[config.mk]
export PLATFORM = sky130hd
export DESIGN_NAME = output_channel_config
export DESIGN_NICKNAME = d
export VERILOG_FILES = /design/src/chan_cfg_pkg.sv /design/src/output_channel_config.sv
export SDC_FILE = /design/constraint.sdc
export NUM_CORES = 1
export LEC_CHECK = 0
export BUFFER_PORTS_ARGS = -buffer_cell sky130_fd_sc_hd__buf_2
export CAP_MARGIN = 30
export CORE_AREA = 2 2 117 119
export CTS_BUF_LIST = sky130_fd_sc_hd__clkbuf_2 sky130_fd_sc_hd__clkbuf_4 sky130_fd_sc_hd__clkbuf_8
export DETAILED_ROUTE_END_ITERATION = 6
export DIE_AREA = 0 0 119 121
export PLACE_DENSITY = 0.86
export SLEW_MARGIN = 10
export SYNTH_ARGS = -nofsm -noshare
export SYNTH_HDL_FRONTEND = slang
export SYNTH_SLANG_ARGS = --single-unit
[constraint.sdc]
create_clock -name i_mclk -period 7 [get_ports i_mclk]
set_clock_uncertainty 0.15 [all_clocks]
set_input_delay 1.05 -clock i_mclk [delete_from_list [all_inputs] [get_ports i_mclk]]
set_output_delay 1.05 -clock i_mclk [all_outputs]
set_load 0.05 [all_outputs]
[src/chan_cfg_pkg.sv]
package chan_cfg_pkg;

	// ------------------------------------------------------------
	// register map (word addresses)
	// ------------------------------------------------------------
	localparam logic [7:0]  ADDR_OUTPUT_STAGE   = 8'h2C;
	localparam logic [7:0]  ADDR_MISC_SETTINGS  = 8'h2D;
	localparam logic [7:0]  ADDR_SUPPLY_SETTING = 8'h2E;
	localparam logic [7:0]  ADDR_RSVD_WORD_A    = 8'h2F;
	localparam logic [7:0]  ADDR_RSVD_WORD_B    = 8'h30;
	localparam logic [7:0]  ADDR_DIVIDER_SETUP  = 8'h31;

	// ------------------------------------------------------------
	// reset values
	// ------------------------------------------------------------
	localparam logic [15:0] RST_OUTPUT_STAGE    = 16'h0008;
	localparam logic [15:0] RST_MISC_SETTINGS   = 16'h0071;
	localparam logic [15:0] RST_SUPPLY_SETTING  = 16'h0008;
	localparam logic [15:0] RST_RSVD_WORD_A     = 16'h8000;
	localparam logic [15:0] RST_RSVD_WORD_B     = 16'h0000;
	localparam logic [15:0] RST_DIVIDER_SETUP   = 16'h0000;

	// ------------------------------------------------------------
	// field positions
	// ------------------------------------------------------------
	localparam int ALIGN_DELAY_LSB  = 11;
	localparam int ALIGN_DELAY_MSB  = 15;
	localparam int ALIGN_ENABLE_BIT = 10;
	localparam int SILENCE_LVL_BIT  = 8;
	localparam int SILENCE_BIT      = 7;
	localparam int POLARITY_LSB     = 5;
	localparam int POLARITY_MSB     = 6;
	localparam int FORMAT_LSB       = 2;
	localparam int FORMAT_MSB       = 4;
	localparam int ROUTE_LSB        = 0;
	localparam int ROUTE_MSB        = 1;
	localparam int CLEAN_SWITCH_BIT = 0;
	localparam int LOW_SUPPLY_BIT   = 3;
	localparam int DIV_SOURCE_LSB   = 14;
	localparam int DIV_SOURCE_MSB   = 15;
	localparam int DIV_VALUE_LSB    = 0;
	localparam int DIV_VALUE_MSB    = 13;

	// ------------------------------------------------------------
	// encodings
	// ------------------------------------------------------------
	localparam logic [1:0]  SRC_PRESCALER_A = 2'h0;
	localparam logic [1:0]  SRC_PRESCALER_B = 2'h1;
	localparam logic [1:0]  SRC_REFERENCE   = 2'h3;
	localparam logic [1:0]  ROUTE_CHAN_ONE  = 2'h0;
	localparam logic [1:0]  ROUTE_OWN       = 2'h1;
	localparam logic [1:0]  ROUTE_CHAN_THREE = 2'h2;
	localparam logic [2:0]  FMT_DISABLED    = 3'h0;
	localparam logic [2:0]  FMT_CMOS_PN     = 3'h5;
	localparam logic [2:0]  FMT_CMOS_P      = 3'h6;
	localparam logic [2:0]  FMT_CMOS_N      = 3'h7;

	// ------------------------------------------------------------
	// carriers
	// ------------------------------------------------------------
	typedef struct packed {
		logic [7:0]  addr;
		logic [15:0] wdata;
		logic        wr;
		logic        rd;
	} reg_req_t;

	typedef struct packed {
		logic p;
		logic n;
	} diff_pair_t;

endpackage : chan_cfg_pkg

[src/output_channel_config.sv]
`timescale 1ns/1ps
`default_nettype none

// Summary of operation
// - with alignment enabled, divider restart waits the delay field in source-clock periods
// - alignment events are honoured only while the align-enable bit is one
// - muted outputs hold static: level 0 gives P low N high, 1 the reverse
// - silence bit one stops the clock at that level; zero lets it toggle
// - in CMOS formats polarity code inverts N, P or both independently
// - format field picks off, LVDS, HCSL, CML, LVPECL or CMOS variants; resets HCSL
// - route field sends channel one, own or channel three divider to the pins
// - clean-switch bit one applies route and divider-value changes glitch free, zero applies them at once
// - divider source code 0 prescaler A, 1 prescaler B, 3 reference
// - fourteen-bit divider divides its source; value zero powers it down
module output_channel_config (
	// clock and reset
	input  wire logic                     i_mclk,
	input  wire logic                     i_rst,
	// register port
	input  wire chan_cfg_pkg::reg_req_t   i_req,
	output logic [15:0]                   o_rdata,
	// source clocks, sampled from outside
	input  wire logic                     i_prescaler_a_clock,
	input  wire logic                     i_prescaler_b_clock,
	input  wire logic                     i_reference_clock,
	input  wire logic                     i_align_event,
	// neighbouring divider outputs
	input  wire logic                     i_chan_one_div_out,
	input  wire logic                     i_chan_three_div_out,
	// channel two pins and status
	output chan_cfg_pkg::diff_pair_t      o_pins,
	output logic [2:0]                    o_buffer_format,
	output logic                          o_low_supply_flag,
	output logic                          o_chan_three_div_out,
	output logic                          o_divider_powered
);
	import chan_cfg_pkg::*;

	// ------------------------------------------------------------
	// register file
	// ------------------------------------------------------------
	logic [15:0] stage_q, stage_d;
	logic [15:0] misc_q, misc_d;
	logic [15:0] supply_q, supply_d;
	logic [15:0] rsvd_a_q, rsvd_a_d;
	logic [15:0] rsvd_b_q, rsvd_b_d;
	logic [15:0] divset_q, divset_d;
	logic [15:0] rdata_d;

	// write decode and read mux
	always_comb begin
		stage_d  = stage_q;
		misc_d   = misc_q;
		supply_d = supply_q;
		rsvd_a_d = rsvd_a_q;
		rsvd_b_d = rsvd_b_q;
		divset_d = divset_q;
		rdata_d  = 16'h0000;
		if (i_req.wr) begin
			case (i_req.addr)
				ADDR_OUTPUT_STAGE:   stage_d  = i_req.wdata;
				ADDR_MISC_SETTINGS:  misc_d   = i_req.wdata;
				ADDR_SUPPLY_SETTING: supply_d = i_req.wdata;
				ADDR_RSVD_WORD_A:    rsvd_a_d = i_req.wdata;
				ADDR_RSVD_WORD_B:    rsvd_b_d = i_req.wdata;
				ADDR_DIVIDER_SETUP:  divset_d = i_req.wdata;
				default:             ;
			endcase
		end
		if (i_req.rd) begin
			case (i_req.addr)
				ADDR_OUTPUT_STAGE:   rdata_d = stage_q;
				ADDR_MISC_SETTINGS:  rdata_d = misc_q;
				ADDR_SUPPLY_SETTING: rdata_d = supply_q;
				ADDR_RSVD_WORD_A:    rdata_d = rsvd_a_q;
				ADDR_RSVD_WORD_B:    rdata_d = rsvd_b_q;
				ADDR_DIVIDER_SETUP:  rdata_d = divset_q;
				default:             rdata_d = 16'h0000;
			endcase
		end
	end

	// register storage
	always_ff @(posedge i_mclk) begin
		if (i_rst) begin
			stage_q  <= RST_OUTPUT_STAGE;
			misc_q   <= RST_MISC_SETTINGS;
			supply_q <= RST_SUPPLY_SETTING;
			rsvd_a_q <= RST_RSVD_WORD_A;
			rsvd_b_q <= RST_RSVD_WORD_B;
			divset_q <= RST_DIVIDER_SETUP;
			o_rdata  <= 16'h0000;
		end else begin
			stage_q  <= stage_d;
			misc_q   <= misc_d;
			supply_q <= supply_d;
			rsvd_a_q <= rsvd_a_d;
			rsvd_b_q <= rsvd_b_d;
			divset_q <= divset_d;
			o_rdata  <= rdata_d;
		end
	end

	// field views
	logic [4:0]  chan_two_align_delay;
	logic        chan_two_align_enable;
	logic        chan_two_silence_level;
	logic        chan_two_silence;
	logic [1:0]  chan_two_single_ended_polarity;
	logic [2:0]  chan_two_buffer_format;
	logic [1:0]  chan_two_route_select;
	logic        chan_two_clean_switch_enable;
	logic [1:0]  chan_three_divider_source;
	logic [13:0] chan_three_divider_value;

	assign chan_two_align_delay           = stage_q[ALIGN_DELAY_MSB:ALIGN_DELAY_LSB];
	assign chan_two_align_enable          = stage_q[ALIGN_ENABLE_BIT];
	assign chan_two_silence_level         = stage_q[SILENCE_LVL_BIT];
	assign chan_two_silence               = stage_q[SILENCE_BIT];
	assign chan_two_single_ended_polarity = stage_q[POLARITY_MSB:POLARITY_LSB];
	assign chan_two_buffer_format         = stage_q[FORMAT_MSB:FORMAT_LSB];
	assign chan_two_route_select          = stage_q[ROUTE_MSB:ROUTE_LSB];
	assign chan_two_clean_switch_enable   = misc_q[CLEAN_SWITCH_BIT];
	assign chan_three_divider_source      = divset_q[DIV_SOURCE_MSB:DIV_SOURCE_LSB];
	assign chan_three_divider_value       = divset_q[DIV_VALUE_MSB:DIV_VALUE_LSB];

	// ------------------------------------------------------------
	// input synchronisers: three stages, change when stages 2 and 3 agree
	// ------------------------------------------------------------
	localparam int NSYNC = 6;
	logic [NSYNC-1:0] sync_in;
	logic [NSYNC-1:0] sync_s1_q, sync_s2_q, sync_s3_q;
	logic [NSYNC-1:0] clean_q, clean_d;
	assign sync_in = {i_chan_three_div_out, i_chan_one_div_out, i_align_event,
		i_reference_clock, i_prescaler_b_clock, i_prescaler_a_clock};
	genvar gi;
	generate
		for (gi = 0; gi < NSYNC; gi++) begin : g_sync
			// filtered level update
			always_comb begin
				clean_d[gi] = clean_q[gi];
				if (sync_s2_q[gi] == sync_s3_q[gi]) begin
					clean_d[gi] = sync_s2_q[gi];
				end
			end
		end
	endgenerate

	// synchroniser chain
	always_ff @(posedge i_mclk) begin
		if (i_rst) begin
			sync_s1_q <= '0;
			sync_s2_q <= '0;
			sync_s3_q <= '0;
			clean_q   <= '0;
		end else begin
			sync_s1_q <= sync_in;
			sync_s2_q <= sync_s1_q;
			sync_s3_q <= sync_s2_q;
			clean_q   <= clean_d;
		end
	end

	// ------------------------------------------------------------
	// channel three divider source and edge detect
	// ------------------------------------------------------------
	logic src_lvl;
	logic src_prev_q, src_prev_d;
	logic src_rise;
	logic event_prev_q, event_prev_d;
	logic align_rise;
	// source select
	always_comb begin
		case (chan_three_divider_source)
			SRC_PRESCALER_A: src_lvl = clean_q[0];
			SRC_PRESCALER_B: src_lvl = clean_q[1];
			SRC_REFERENCE:   src_lvl = clean_q[2];
			default:         src_lvl = 1'b0;
		endcase
	end

	assign src_prev_d   = src_lvl;
	assign event_prev_d = clean_q[3];
	assign src_rise     = src_lvl & ~src_prev_q;
	assign align_rise   = clean_q[3] & ~event_prev_q;
	// ------------------------------------------------------------
	// divider with alignment delay
	// ------------------------------------------------------------
	typedef enum logic [1:0] {DIV_RUN, DIV_WAIT} div_state_t;
	div_state_t  div_st_q, div_st_d;
	logic [13:0] div_cnt_q, div_cnt_d;
	logic [4:0]  dly_cnt_q, dly_cnt_d;
	logic        div_out_q, div_out_d;
	logic [13:0] div_act_q, div_act_d;
	// divider next state
	always_comb begin
		div_st_d  = div_st_q;
		div_cnt_d = div_cnt_q;
		dly_cnt_d = dly_cnt_q;
		div_out_d = div_out_q;
		div_act_d = div_act_q;
		case (div_st_q)
			DIV_RUN: begin
				if (align_rise && chan_two_align_enable) begin
					div_st_d  = DIV_WAIT;
					dly_cnt_d = chan_two_align_delay;
					div_cnt_d = 14'h0000;
					div_out_d = 1'b0;
				end else if (div_act_q <= 14'h0001) begin
					div_out_d = src_lvl & div_act_q[0];
					div_cnt_d = 14'h0000;
					div_act_d = chan_three_divider_value;
				end else if (src_rise) begin
					// output high for the first half of the count
					if (div_cnt_q >= div_act_q - 14'h0001) begin
						div_cnt_d = 14'h0000;
						div_out_d = 1'b1;
						// new value taken at the period boundary when clean
						div_act_d = chan_three_divider_value;
					end else begin
						div_cnt_d = div_cnt_q + 14'h0001;
						div_out_d = (div_cnt_q + 14'h0001) < (div_act_q >> 1);
					end
				end
				if (!chan_two_clean_switch_enable) begin
					div_act_d = chan_three_divider_value;
				end
			end
			DIV_WAIT: begin
				if (dly_cnt_q == 5'h00) begin
					div_st_d  = DIV_RUN;
				end else if (src_rise) begin
					dly_cnt_d = dly_cnt_q - 5'h01;
				end
			end
			default: div_st_d = DIV_RUN;
		endcase
	end

	// divider registers
	always_ff @(posedge i_mclk) begin
		if (i_rst) begin
			div_st_q     <= DIV_RUN;
			div_cnt_q    <= 14'h0000;
			dly_cnt_q    <= 5'h00;
			div_out_q    <= 1'b0;
			div_act_q    <= RST_DIVIDER_SETUP[DIV_VALUE_MSB:DIV_VALUE_LSB];
			src_prev_q   <= 1'b0;
			event_prev_q <= 1'b0;
		end else begin
			div_st_q     <= div_st_d;
			div_cnt_q    <= div_cnt_d;
			dly_cnt_q    <= dly_cnt_d;
			div_out_q    <= div_out_d;
			div_act_q    <= div_act_d;
			src_prev_q   <= src_prev_d;
			event_prev_q <= event_prev_d;
		end
	end

	// ------------------------------------------------------------
	// output route, mute, polarity and format
	// ------------------------------------------------------------
	logic [1:0] route_act_q, route_act_d;
	logic       route_lvl;
	logic       route_prev_q, route_prev_d;
	diff_pair_t pins_d;
	logic       low_boundary;
	// route candidate level
	always_comb begin
		case (route_act_q)
			ROUTE_CHAN_ONE:   route_lvl = clean_q[4];
			ROUTE_OWN:        route_lvl = div_out_q;
			ROUTE_CHAN_THREE: route_lvl = clean_q[5];
			default:          route_lvl = 1'b0;
		endcase
	end

	assign route_prev_d = route_lvl;
	assign low_boundary = ~route_lvl;
	// route switch: only while the output sits low when clean
	always_comb begin
		route_act_d = route_act_q;
		if (!chan_two_clean_switch_enable || low_boundary) begin
			route_act_d = chan_two_route_select;
		end
	end
	// pin levels
	always_comb begin
		pins_d.p = route_prev_q;
		pins_d.n = route_prev_q ^ (chan_two_buffer_format < FMT_CMOS_PN); // in phase for cmos
		if (chan_two_silence) begin
			pins_d.p = chan_two_silence_level;
			pins_d.n = ~chan_two_silence_level;
		end
		if (chan_two_buffer_format >= FMT_CMOS_PN) begin
			pins_d.p = pins_d.p ^ chan_two_single_ended_polarity[1];
			pins_d.n = pins_d.n ^ chan_two_single_ended_polarity[0];
			if (chan_two_buffer_format == FMT_CMOS_P) begin
				pins_d.n = 1'b0;
			end
			if (chan_two_buffer_format == FMT_CMOS_N) begin
				pins_d.p = 1'b0;
			end
		end
		if (chan_two_buffer_format == FMT_DISABLED) begin
			pins_d.p = 1'b0;
			pins_d.n = 1'b0;
		end
	end

	// output registers
	always_ff @(posedge i_mclk) begin
		if (i_rst) begin
			route_act_q          <= RST_OUTPUT_STAGE[ROUTE_MSB:ROUTE_LSB];
			route_prev_q         <= 1'b0;
			o_pins               <= '0;
			o_buffer_format      <= RST_OUTPUT_STAGE[FORMAT_MSB:FORMAT_LSB];
			o_low_supply_flag    <= RST_SUPPLY_SETTING[LOW_SUPPLY_BIT];
			o_chan_three_div_out <= 1'b0;
			o_divider_powered    <= 1'b0;
		end else begin
			route_act_q          <= route_act_d;
			route_prev_q         <= route_prev_d;
			o_pins               <= pins_d;
			o_buffer_format      <= chan_two_buffer_format;
			o_low_supply_flag    <= supply_q[LOW_SUPPLY_BIT];
			o_chan_three_div_out <= div_out_q;
			o_divider_powered    <= (div_act_q != 14'h0000);
		end
	end

endmodule : output_channel_config

`default_nettype wire

== Yosys cells after proc, flatten, opt, wreduce, memory -nomap -nowiden ==
Cells that the tools add are included.

* Eq/ne operators: 26
* Divide/modulo/power cells: 0
* Bitwise gates (word level): 11
* $add $sub $neg: 3
* Shift-type cells: 0
* $lt $le $gt $ge: 5
* Reduce and logical (&&, ||, !) cells: 23
* Multiply operators: 0
* Mux-type cells: 27

{| class="wikitable"
|+ Operators with widths
! kind !! count
|-
| two-way mux 14 bit || 9
|-
| case mux 16 bit (6 select lines) || 1
|-
| equality test 8 x 6 -> 1 bit, second input constant || 6
|-
| AND reduction 2 bit || 8
|-
| two-way mux 5 bit || 3
|-
| adder 14 x 1 -> 14 bit, second input constant || 1
|-
| >= comparator 14 bit || 1
|-
| less-or-equal comparator 14 x 1 -> 1 bit, second input constant || 1
|-
| less-than comparator 14 x 13 -> 1 bit || 1
|-
| nonzero test 14 bit || 1
|-
| subtractor 14 x 1 -> 14 bit, second input constant || 1
|-
| inequality test 2 bit, second input constant || 5
|-
| case mux 5 bit (2 select lines) || 1
|-
| two-way mux 2 bit || 4
|-
| AND reduction 4 bit || 2
|-
| equality test 1 bit || 6
|-
| equality test 2 x 1 -> 1 bit, second input constant || 3
|-
| equality test 3 bit, second input constant || 2
|-
| zero test 2 bit || 3
|-
| two-way mux 1 bit || 6
|-
| inequality test 3 x 1 -> 1 bit, second input constant || 2
|-
| case mux 1 bit (3 select lines) || 2
|-
| zero test 5 bit || 1
|-
| inverter 1 bit || 5
|-
| 14 further kinds || 20
|}

* RAM bits: 0
* Bits in read-only memories: 0
* Flip-flop bits (word level): 185
* Bits in latches: 0
* Word-level logic and storage cells: 126
* Memories: 0
* Output and inout bits: 24
* Input bits: 34

== Depth between registers and ports, before layout ==
Gate-level depths: netlist (run 1).

* Depth in word-level cells: 7
* Depth in mapped cells: 14
* Mapped depth without buffers: 12

== Least setup slack after synthesis (run 1) ==
Ideal clock, no wire load.

* Kind: register -> register
* Start: register div_act_q[4]
* End: register div_act_q[10]
* Stages on the path, launching flop included: 15
* Arrival: 2.907 ns
* Slack: 3.871 ns
* Path buffers: 2
* Required time: 6.778 ns
* Path through: dfxtp_1 nor4_1 and2_0 clkbuf_1 nand3_1 nor3_1 xnor2_1 ha_1 a21oi_1 o21ai_0 a21oi_1 o21ai_1 o21ai_2 buf_6 mux2i_1

* Cells in the longest elaborated chain, start to end: 4
* Elaborated cells between the ends (all ways): 9
* Classes of those cells: add/sub: 1; order compare: 2; eq/ne: 2; mux: 3; reduce/logical: 1

{| class="wikitable"
|+ Ends and longest elaborated chain
! what !! RTL line !! RTL
|-
| start, declared || output_channel_config.sv:194 || <nowiki>logic [13:0] div_act_q, div_act_d;</nowiki>
|-
| start signal, assigned || output_channel_config.sv:247 || <nowiki>div_act_q <= RST_DIVIDER_SETUP[DIV_VALUE_MSB:DIV_VALUE_LSB];</nowiki>
|-
| start signal, assigned || output_channel_config.sv:255 || <nowiki>div_act_q <= div_act_d;</nowiki>
|-
| subtractor 14 x 1 -> 14 bit / less-or-equal comparator 14 x 1 -> 1 bit (equally long branches) || output_channel_config.sv:215, output_channel_config.sv:209 ||
|-
| >= comparator 14 bit / two-way mux 14 bit (equally long branches) || output_channel_config.sv:215, output_channel_config.sv:209 ||
|-
| inequality test 3 x 1 -> 1 bit (no source line) / two-way mux 14 bit (equally long branches) || n/a ||
|-
| AND reduction 4 bit (no source line) / two-way mux 14 bit (equally long branches) || n/a ||
|}

Parallel ways exist; a longest one is shown, timed or not. The select of a mux whose other input is x is not followed.
A chain may end at the register's enable or synchronous reset.

== Worst setup path after layout (run 1) ==
* Start: register div_act_q[4]
* End: register div_act_q[6]

The elaborated chain is that of the path after synthesis.

==> results.md, run 1 <==
- Post-synth cell types: slightly below 70
- Hold Path Depth: 1
- First-pass GRT wire length: 31,200 um
- CTS root buffer: clkbuf_8
- Worst-path maximum fanout: 14
- Std-Cell Rows: 42
- Placed Cells incl. Taps: 1,114
- Clk Latency, worst-skew pair: about 0.48 ns
- Unrepaired setup endpoints after global routing: false
- Post-DP HPWL: ~13,000 um
- Max cap viols: 0
- Per-cell routed wire length: 16.8 um
- Post-Synth XOR/XNOR Area: 0.0273
- Peak Freq: roughly 250 MHz
- Final ANT Viol Nets: 0
- Fillers: 998
- Post-Synth Simple-Gate Area: 0.199
- Vias: roughly 6,800
- Global Route Usage Sum: 0.271
- Synthesized area: about 8400 um2
- Sequential area share after synthesis: 0.441
- Post-synth ARST share: 0
- Max transition margin: 0.375
- R2R cell count: 12
- Post-CTS sizing: 0
- DRC Markers: 0
- Required @ worst endpoint: just over 7 ns
- DRT iter0 DRCs: between 500 and 600
- CTS H-Tree Depth: 4
- Mux cell area share after synthesis: 0.0982
- Fraction of the mapped netlist area in compound gates: 0.148
- Num CTS Buffers: 17
- Port Buffers: between 50 and 60
- Die area: ~14,000 um2
- Vias/cell: between 5 and 6
- Setup repair bufs after CTS: 0
- Most common cell after layout, fill and taps aside: dfxtp_1
- Final Cycle Share: 0.562
- HP Class: register to register
- Sink Count: ~180
- Layout cell share with drive strength beyond 1: 0.133
- Final hold viol count: 0
- Hold_buf cts: 0
- Adder-Cell Fraction of Synth Area: 0.0476
- Clock Path Buffers: 2
- Synth Area per Inst: 8.99 um2
- Vias in the first global route: roughly 6,500
- Final setup fails: 0
- Setup Crit Path Kind: register to register
- Outcome: complete, no violations
- Starting density of the core: 0.639
- Die width: between 100 and 150 um
- Startpoint types: register
- Setup total negative slack: 0 ns
- EDFF count, synth: 0
- Crit path time final: 3.93 ns
- Largest net degree at the start of global routing: between 100 and 150
- Mapped Cells: 929
- Critical Path Sink Type: register
- Tightest Pin Transition: 0.932 ns
- Number of diodes: 0
- GP Congestion: a little under 0.9
- Fin nets: between 1,000 and 1,500
- Post-Syn Nets: 994
- Clock transition at path regs: ~0.09 ns
- Commonest non-fill, non-tap cells in the layout: dfxtp_1 (184), nand2_1 (117), nor2_1 (88)
- Pwr dens: roughly 210 nW/um2
- Grt total ovfl: 0
- TritonCTS clock tree: built
- Synth Register Bits: between 150 and 200
- Top Ports: 58
- Final WL: slightly below 20,000 um
- Synth-to-layout area growth: 9.64%
- Leakage: between 3 and 4 nW
- Initial antenna violation count: 0
- Most common flop cell mapped by yosys: dfxtp_1
- Vert. Die Dim: between 100 and 150 um
- Router iterations before antenna repair: 5
- Peak VDD IR: approximately 0.17 mV
- Max-slew violation count: 0
- Core area: between 10,000 and 15,000 um2
- Syn. warnings: 0
- Final cell count without fillers: around 1,100
- Largest family of logic cells by synthesized area: simple AND/OR/NAND/NOR gates
- Crit path arrival time: around 4.2 ns
[synthesized netlist by cell type (all sizes together), types with 6 or more instances]
| cell type | number | share of area |
|---|---|---|
| and2 | 7 | 0.0052 |
| and3 | 7 | 0.0052 |
| inv | 26 | 0.012 |
| ha | 31 | 0.046 |
| dfxtp | 184 | 0.44 |
| a22o | 19 | 0.020 |
| a21oi | 88 | 0.055 |
| nand3b | 8 | 0.0072 |
| a22oi | 21 | 0.019 |
| buf | 17 | 0.011 |
| mux2 | 16 | 0.022 |
| nor2b | 26 | 0.019 |
| nand2b | 30 | 0.022 |
| nand4 | 6 | 0.0052 |
| o21ai | 20 | 0.012 |
| nand3 | 14 | 0.0090 |
| nor2 | 90 | 0.041 |
| clkbuf | 36 | 0.016 |
| nor3 | 8 | 0.0054 |
| xnor2 | 21 | 0.022 |
| mux2i | 64 | 0.077 |
| nand2 | 118 | 0.053 |
| a211oi | 7 | 0.0063 |
[critical path: stages (launching register included)]
cell and delay (ns):
dfxtp_1 0.38, nor4_1 0.39, and2_0 0.37, nand3_1 0.22, nor3_1 0.23, xnor2_1 0.15
ha_1 0.26, a21oi_1 0.13, o21ai_0 0.14, a21oi_1 0.30, o21ai_1 0.13, o21ai_2 0.74
mux2i_1 0.27
[metrics by stage]
stage	power (W)	hold WS [ns]	area [um2]	setup slack (ns)	utilization
after global routing	0.00197	0.320	9160	2.80	0.700
after global placement	0.00114	0.268	8670	2.80	0.662
final	0.00192	0.295	9160	3.07	0.700
after CTS	0.00192	0.301	9130	3.07	0.698
after floorplan	0.00112	0.264	8360	3.87	-
after detailed placement	0.00114	0.277	8680	2.95	0.664
[logic make-up after synthesis]
group / Yosys count
AO/OA/AOI/OAI: 190
XOR/XNOR: 26
adder cells (fa/ha/maj): 32
buffers and inverters: 79
flip-flops: 184
multiplexers: 80
AND/OR/NAND/NOR: 338
[layout make-up]
class | count | area (um2) | share of cell area
timing repair buffer | 63 | 360 | 0.0393
tap | 176 | 220 | 0.0240
sequential | 184 | 3680 | 0.402
multi-input combinational | 666 | 4350 | 0.475
clock inverter | 12 | 188 | 0.0205
clock buffer | 20 | 263 | 0.0287
inverter | 26 | 97.6 | 0.0107
[layer usage]
layer | up-vias | GRT usage | part of all wire
met3 | 56 | 0.0602 | 0.060
li1 | 3284 | - | -
met5 | - | 0 | 0
met4 | 0 | 0.138 | 0.031
met2 | 256 | 0.444 | 0.49
met1 | 3241 | 0.337 | 0.42
[worst paths after layout]
kind	start	slack (ns)	endpoint
max	div_act_q[4]	3.07	div_act_q[6]
min	sync_s1_q[0]	0.29	sync_s2_q[0]
max reg2reg	div_act_q[4]	3.07	div_act_q[6]
min reg2reg	sync_s1_q[0]	0.29	sync_s2_q[0]
[sequential cells by signal, summed over array words and instances, names as in the netlist, 2 cells and up]
| register | flops |
|---|---|
| div_act_q | 14 |
| sync_s2_q | 6 |
| misc_q | 16 |
| div_cnt_q | 14 |
| sync_s3_q | 6 |
| o_pins | 2 |
| o_rdata | 16 |
| supply_q | 16 |
| rsvd_b_q | 16 |
| o_buffer_format | 3 |
| rsvd_a_q | 16 |
| divset_q | 16 |
| clean_q | 6 |
| stage_q | 16 |
| dly_cnt_q | 5 |
| route_act_q | 2 |
| sync_s1_q | 6 |
[power by group]
| part | internal [W] | leakage, nW | switching [W] | total (W) |
|---|---|---|---|---|
| Clock | 0.000413 | 0.232 | 0.000388 | 0.000801 |
| Sequential | 0.00105 | 1.49 | 0.00000233 | 0.00105 |
| Combinational | 0.0000225 | 2.09 | 0.0000467 | 0.0000691 |
| Total | 0.00149 | 3.81 | 0.000437 | 0.00192 |
No activity file was read; power rests on OpenSTA's default activity.
==> run 2, diff against run 1 <==
ABC_AREA = 1   (was unset)
CORE_AREA = 2 2 125 127   (was 2 2 117 119)
DIE_AREA = 0 0 127 129   (was 0 0 119 121)
PLACE_DENSITY = 0.81   (was 0.86)
clock period = 3.3 ns   (was 7 ns; I/O delays follow)
==> results.md, run 2 <==
- Outcome: complete, no violations (unchanged)
- Reg-to-Reg End: div_cnt_q[8] (was div_act_q[6])
- Required @ worst endpoint: 3.53 ns (was 7.25 ns)
- Port Buffers: 57 (unchanged)
- Vias: 7,703 (was 6,837)
- Combinational share of power: 0.414 (was 0.036)
- DRC Markers: 0 (unchanged)
- Setup repair bufs after CTS: 0 (unchanged)
- DRT iter0 DRCs: 727 (was 501)
- Syn. warnings: 0 (unchanged)
- Vias/cell: 5.53 (was 5.96)
- Clock Power Share: 0.222 (was 0.416)
- Layout cell share with drive strength beyond 1: 0.105 (was 0.133)
- Per-cell routed wire length: 15.5 um (was 16.8 um)
- Unrepaired setup endpoints after global routing: false (unchanged)
- Max-slew violation count: 0 (unchanged)
- Hold Path Depth: 3 (was 1)
- Synth-to-layout area growth: 9.98% (was 9.64%)
- Top Ports: 58 (unchanged)
- Worst Hold Endpoint: sync_s1_q[3] (was sync_s2_q[0])
- Core area: 15,000 um2 (was 13,100 um2)
- Reg power frac: 0.364 (was 0.548)
- Sink Count: 184 (unchanged)
- Final cell count without fillers: 1,394 (was 1,147)
- Peak VDD IR: 0.419 mV (was 0.169 mV)
- Buf/Inv on CP: 3 (was 0)
- Pwr dens: 722 nW/um2 (was 210 nW/um2)
- Leading cell types by count after synthesis: dfxtp_1 (184), inv_1 (159), o21ai_0 (143) (was dfxtp_1 (184), nand2_1 (117), nor2_1 (88))
- Synth top area cells: dfxtp_1 (44%), o21ai_0 (8.5%), a21oi_1 (7.6%) (was dfxtp_1 (44%), mux2i_1 (7.7%), nand2_1 (5.3%))
- CTS H-Tree Depth: 4 (unchanged)
- Share of the synthesized area in the top cell type: 0.437 (was 0.441)
- Clock transition at path regs: 0.09 ns (about the same)
- Cell Area, Placed: 8860 um2 (was 8680 um2)
- Final Cycle Share: 0.886 (was 0.562)
- Reg2reg setup slack: 0.38 ns (was 3.07 ns)
- Sequential area share after synthesis: 0.437 (was 0.441)
- Final ANT Viol Nets: 0 (unchanged)
- Post-synth cell types: 40 (was 68)
- Worst-path maximum fanout: 14 (unchanged)
- Crit path time final: 2.92 ns (was 3.93 ns)
- R2R cell count: 18 (was 12)
- Commonest non-fill, non-tap cells in the layout: dfxtp_1 (184), inv_1 (159), o21ai_0 (143) (was dfxtp_1 (184), nand2_1 (117), nor2_1 (88))
- Post-DP HPWL: 15,500 um (was 13,100 um)
- R2R Path Start: div_act_q[0] (was div_act_q[4])
- Vias in the first global route: 7,242 (was 6,458)
- GP Congestion: 0.983 (was 0.884)
- Critical Path Sink Type: register (unchanged)
- Vert. Die Dim: 129 um (was 121 um)
- Synthesized area: 8420 um2 (was 8360 um2)
- Largest net degree at the start of global routing: 43 (was 102)
- Clk Latency, worst-skew pair: 0.46 ns (was 0.48 ns)
- Largest delay share family, worst path: simple AND/OR/NAND/NOR gates (was compound AO/OA/AOI/OAI gates)
- P_sw: 0.00280 W (was 0.000437 W)
- Cell-internal power: 0.00389 W (was 0.00149 W)
- EDFF count, synth: 0 (unchanged)
- Clock Path Buffers: 2 (unchanged)
- TritonCTS clock tree: built (unchanged)
- Hold_buf cts: 0 (unchanged)
- Final WL: 21,500 um (was 19,300 um)
- Placed Cells incl. Taps: 1,363 (was 1,114)
- Synth Register Bits: 184 (unchanged)
- Design area: 9260 um2 (was 9160 um2)
- Max cap viols: 0 (unchanged)
- Fillers: 1,332 (was 998)
- CTS root buffer: clkbuf_8 (unchanged)
- HP Class: input port to register (was register to register)
- Die width: 127 um (was 119 um)
- Global Route Usage Sum: 0.275 (was 0.271)
- Std-Cell Rows: 45 (was 42)
- Num CTS Buffers: 17 (unchanged)
- Grt total ovfl: 0 (unchanged)
- Die area: 16,400 um2 (was 14,400 um2)
- Final hold viol count: 0 (unchanged)
- Mapped Cells: 1,154 (was 929)
- Router iterations before antenna repair: 6 (was 5)
- Sw frac: 0.419 (was 0.227)
- Hold Startpoint: i_align_event (was sync_s1_q[0])
- Tightest Pin Transition: 0.731 ns (was 0.932 ns)
- Hold slack: 0.0813 ns (was 0.295 ns)
- Max transition margin: 0.511 (was 0.375)
- Setup total negative slack: 0 ns (unchanged)
- Number of diodes: 0 (unchanged)
- Crit path arrival time: 3.16 ns (was 4.18 ns)
- Most common flop cell mapped by yosys: dfxtp_1 (unchanged)
- Synth area leader: dfxtp_1 (unchanged)
- Post-synth ARST share: 0 (unchanged)
- Cell with the most instances after synthesis: dfxtp_1 (unchanged)
- Starting density of the core: 0.562 (was 0.639)
- Setup Crit Path Kind: register to register (unchanged)
- CP startpoint: div_act_q[0] (was div_act_q[4])
- CP Cell Sequence: inv_1, ha_1, nand2_1, nor2_1, nand2_1, nor2_1, xor2_1, inv_1, ha_1, nand2_1, nor2_1, and2_1, nand2_1, nand3_1, nor2_1, buf_4, nand3_1, a21oi_1 (was nor4_1, and2_0, nand3_1, nor3_1, xnor2_1, ha_1, a21oi_1, o21ai_0, a21oi_1, o21ai_1, o21ai_2, mux2i_1)
- Startpoint types: register (unchanged)
- Slowest cell on the critical path: dfxtp_1 (was o21ai_2)
- Initial antenna violation count: 0 (unchanged)
- Critical path's largest stage delay: 0.33 ns (was 0.74 ns)
- Peak Freq: 342 MHz (was 254 MHz)
- Most common cell after layout, fill and taps aside: dfxtp_1 (unchanged)
- Leakage: 3.91 nW (was 3.81 nW)
- Post-Syn Nets: 1,219 (was 994)
- Final setup fails: 0 (unchanged)
- First-pass GRT wire length: 35,900 um (was 31,200 um)
- Synth Area per Inst: 7.30 um2 (was 8.99 um2)
- Fin nets: 1,259 (was 1,023)
run 2: cell types whose count changed after synthesis, sizes merged, moves of 16 or more:
cell and change:
inv +133, o21ai +126, mux2i -64, nor2 +53, nand3 +49, a21oi +40
nand2b -30, nand2 +27, nor2b -26, a22oi -21, a22o -19, xnor2 -17
mux2 -16, nand4 +16
run 2: what timing repair did:
item	in CTS	in global routing
hold endpoints to repair	0	0
gates resized for setup	0	4
setup endpoints to repair	0	15
run 2: worst reg2reg max path, cell delays in order (launching register included):
cell	delay (ns)
dfxtp_1	0.33
inv_1	0.14
ha_1	0.23
nand2_1	0.12
nor2_1	0.19
nand2_1	0.11
nor2_1	0.12
xor2_1	0.15
inv_1	0.05
ha_1	0.28
nand2_1	0.06
nor2_1	0.05
and2_1	0.13
nand2_1	0.08
nand3_1	0.11
nor2_1	0.11
buf_4	0.21
nand3_1	0.10
a21oi_1	0.14
run 2: logic make-up after synthesis:
| kind of cell | share of synthesized area |
|---|---|
| buffers and inverters | 0.0988 |
| DFF | 0.437 |
| and+or+nand+nor | 0.209 |
| AOI/OAI and AO/OA | 0.189 |
| adders and majority gates | 0.0460 |
| xor gates and xnor gates | 0.0198 |
run 2: power groups by stage:
stage                     logic [W]  registers, W  clock network [W]
after floorplan             0.00218       0.00248                  0
after global placement      0.00265       0.00248                  0
after detailed placement    0.00271       0.00249                  0
after CTS                   0.00272       0.00243            0.00151
after global routing        0.00316       0.00245            0.00160
final                       0.00277       0.00244            0.00148
run 2: layout make-up:
type / instances / area, um2 / share of cell area
inverter: 160 / 601 / 0.0648
tap: 188 / 235 / 0.0254
multi-input combinational: 756 / 3920 / 0.424
timing repair buffer: 75 / 433 / 0.0467
sequential: 184 / 3680 / 0.398
clock inverter: 12 / 139 / 0.0150
clock buffer: 19 / 249 / 0.0269
run 2: stage by stage:
stage | util | power (W) | setup WS, ns
after detailed placement | 0.592 | 0.00519 | 0.234
after CTS | 0.617 | 0.00666 | 0.214
after global placement | 0.592 | 0.00513 | 0.308
after floorplan | - | 0.00466 | 0.435
final | 0.619 | 0.00669 | 0.378
after global routing | 0.619 | 0.00721 | 0.0339
run 2: worst max-delay path by stage:
stage / to / cells after the start
final: div_cnt_q[8] / 18
after global routing: div_cnt_q[9] / 20
after CTS: div_act_q[11] / 19
after detailed placement: div_act_q[11] / 19
after global placement: div_act_q[1] / 19
after floorplan: div_out_q / 18
run 2: per-layer routing:
layer  vias up  routed length, um  share of wire  GRT usage
met3        47               1540          0.071     0.0507
li1       3862                  -              -          -
met1      3513               9130           0.42      0.358
met4         0                576          0.027     0.0853
met5         -                  0              0          0
met2       281              10300           0.48      0.466
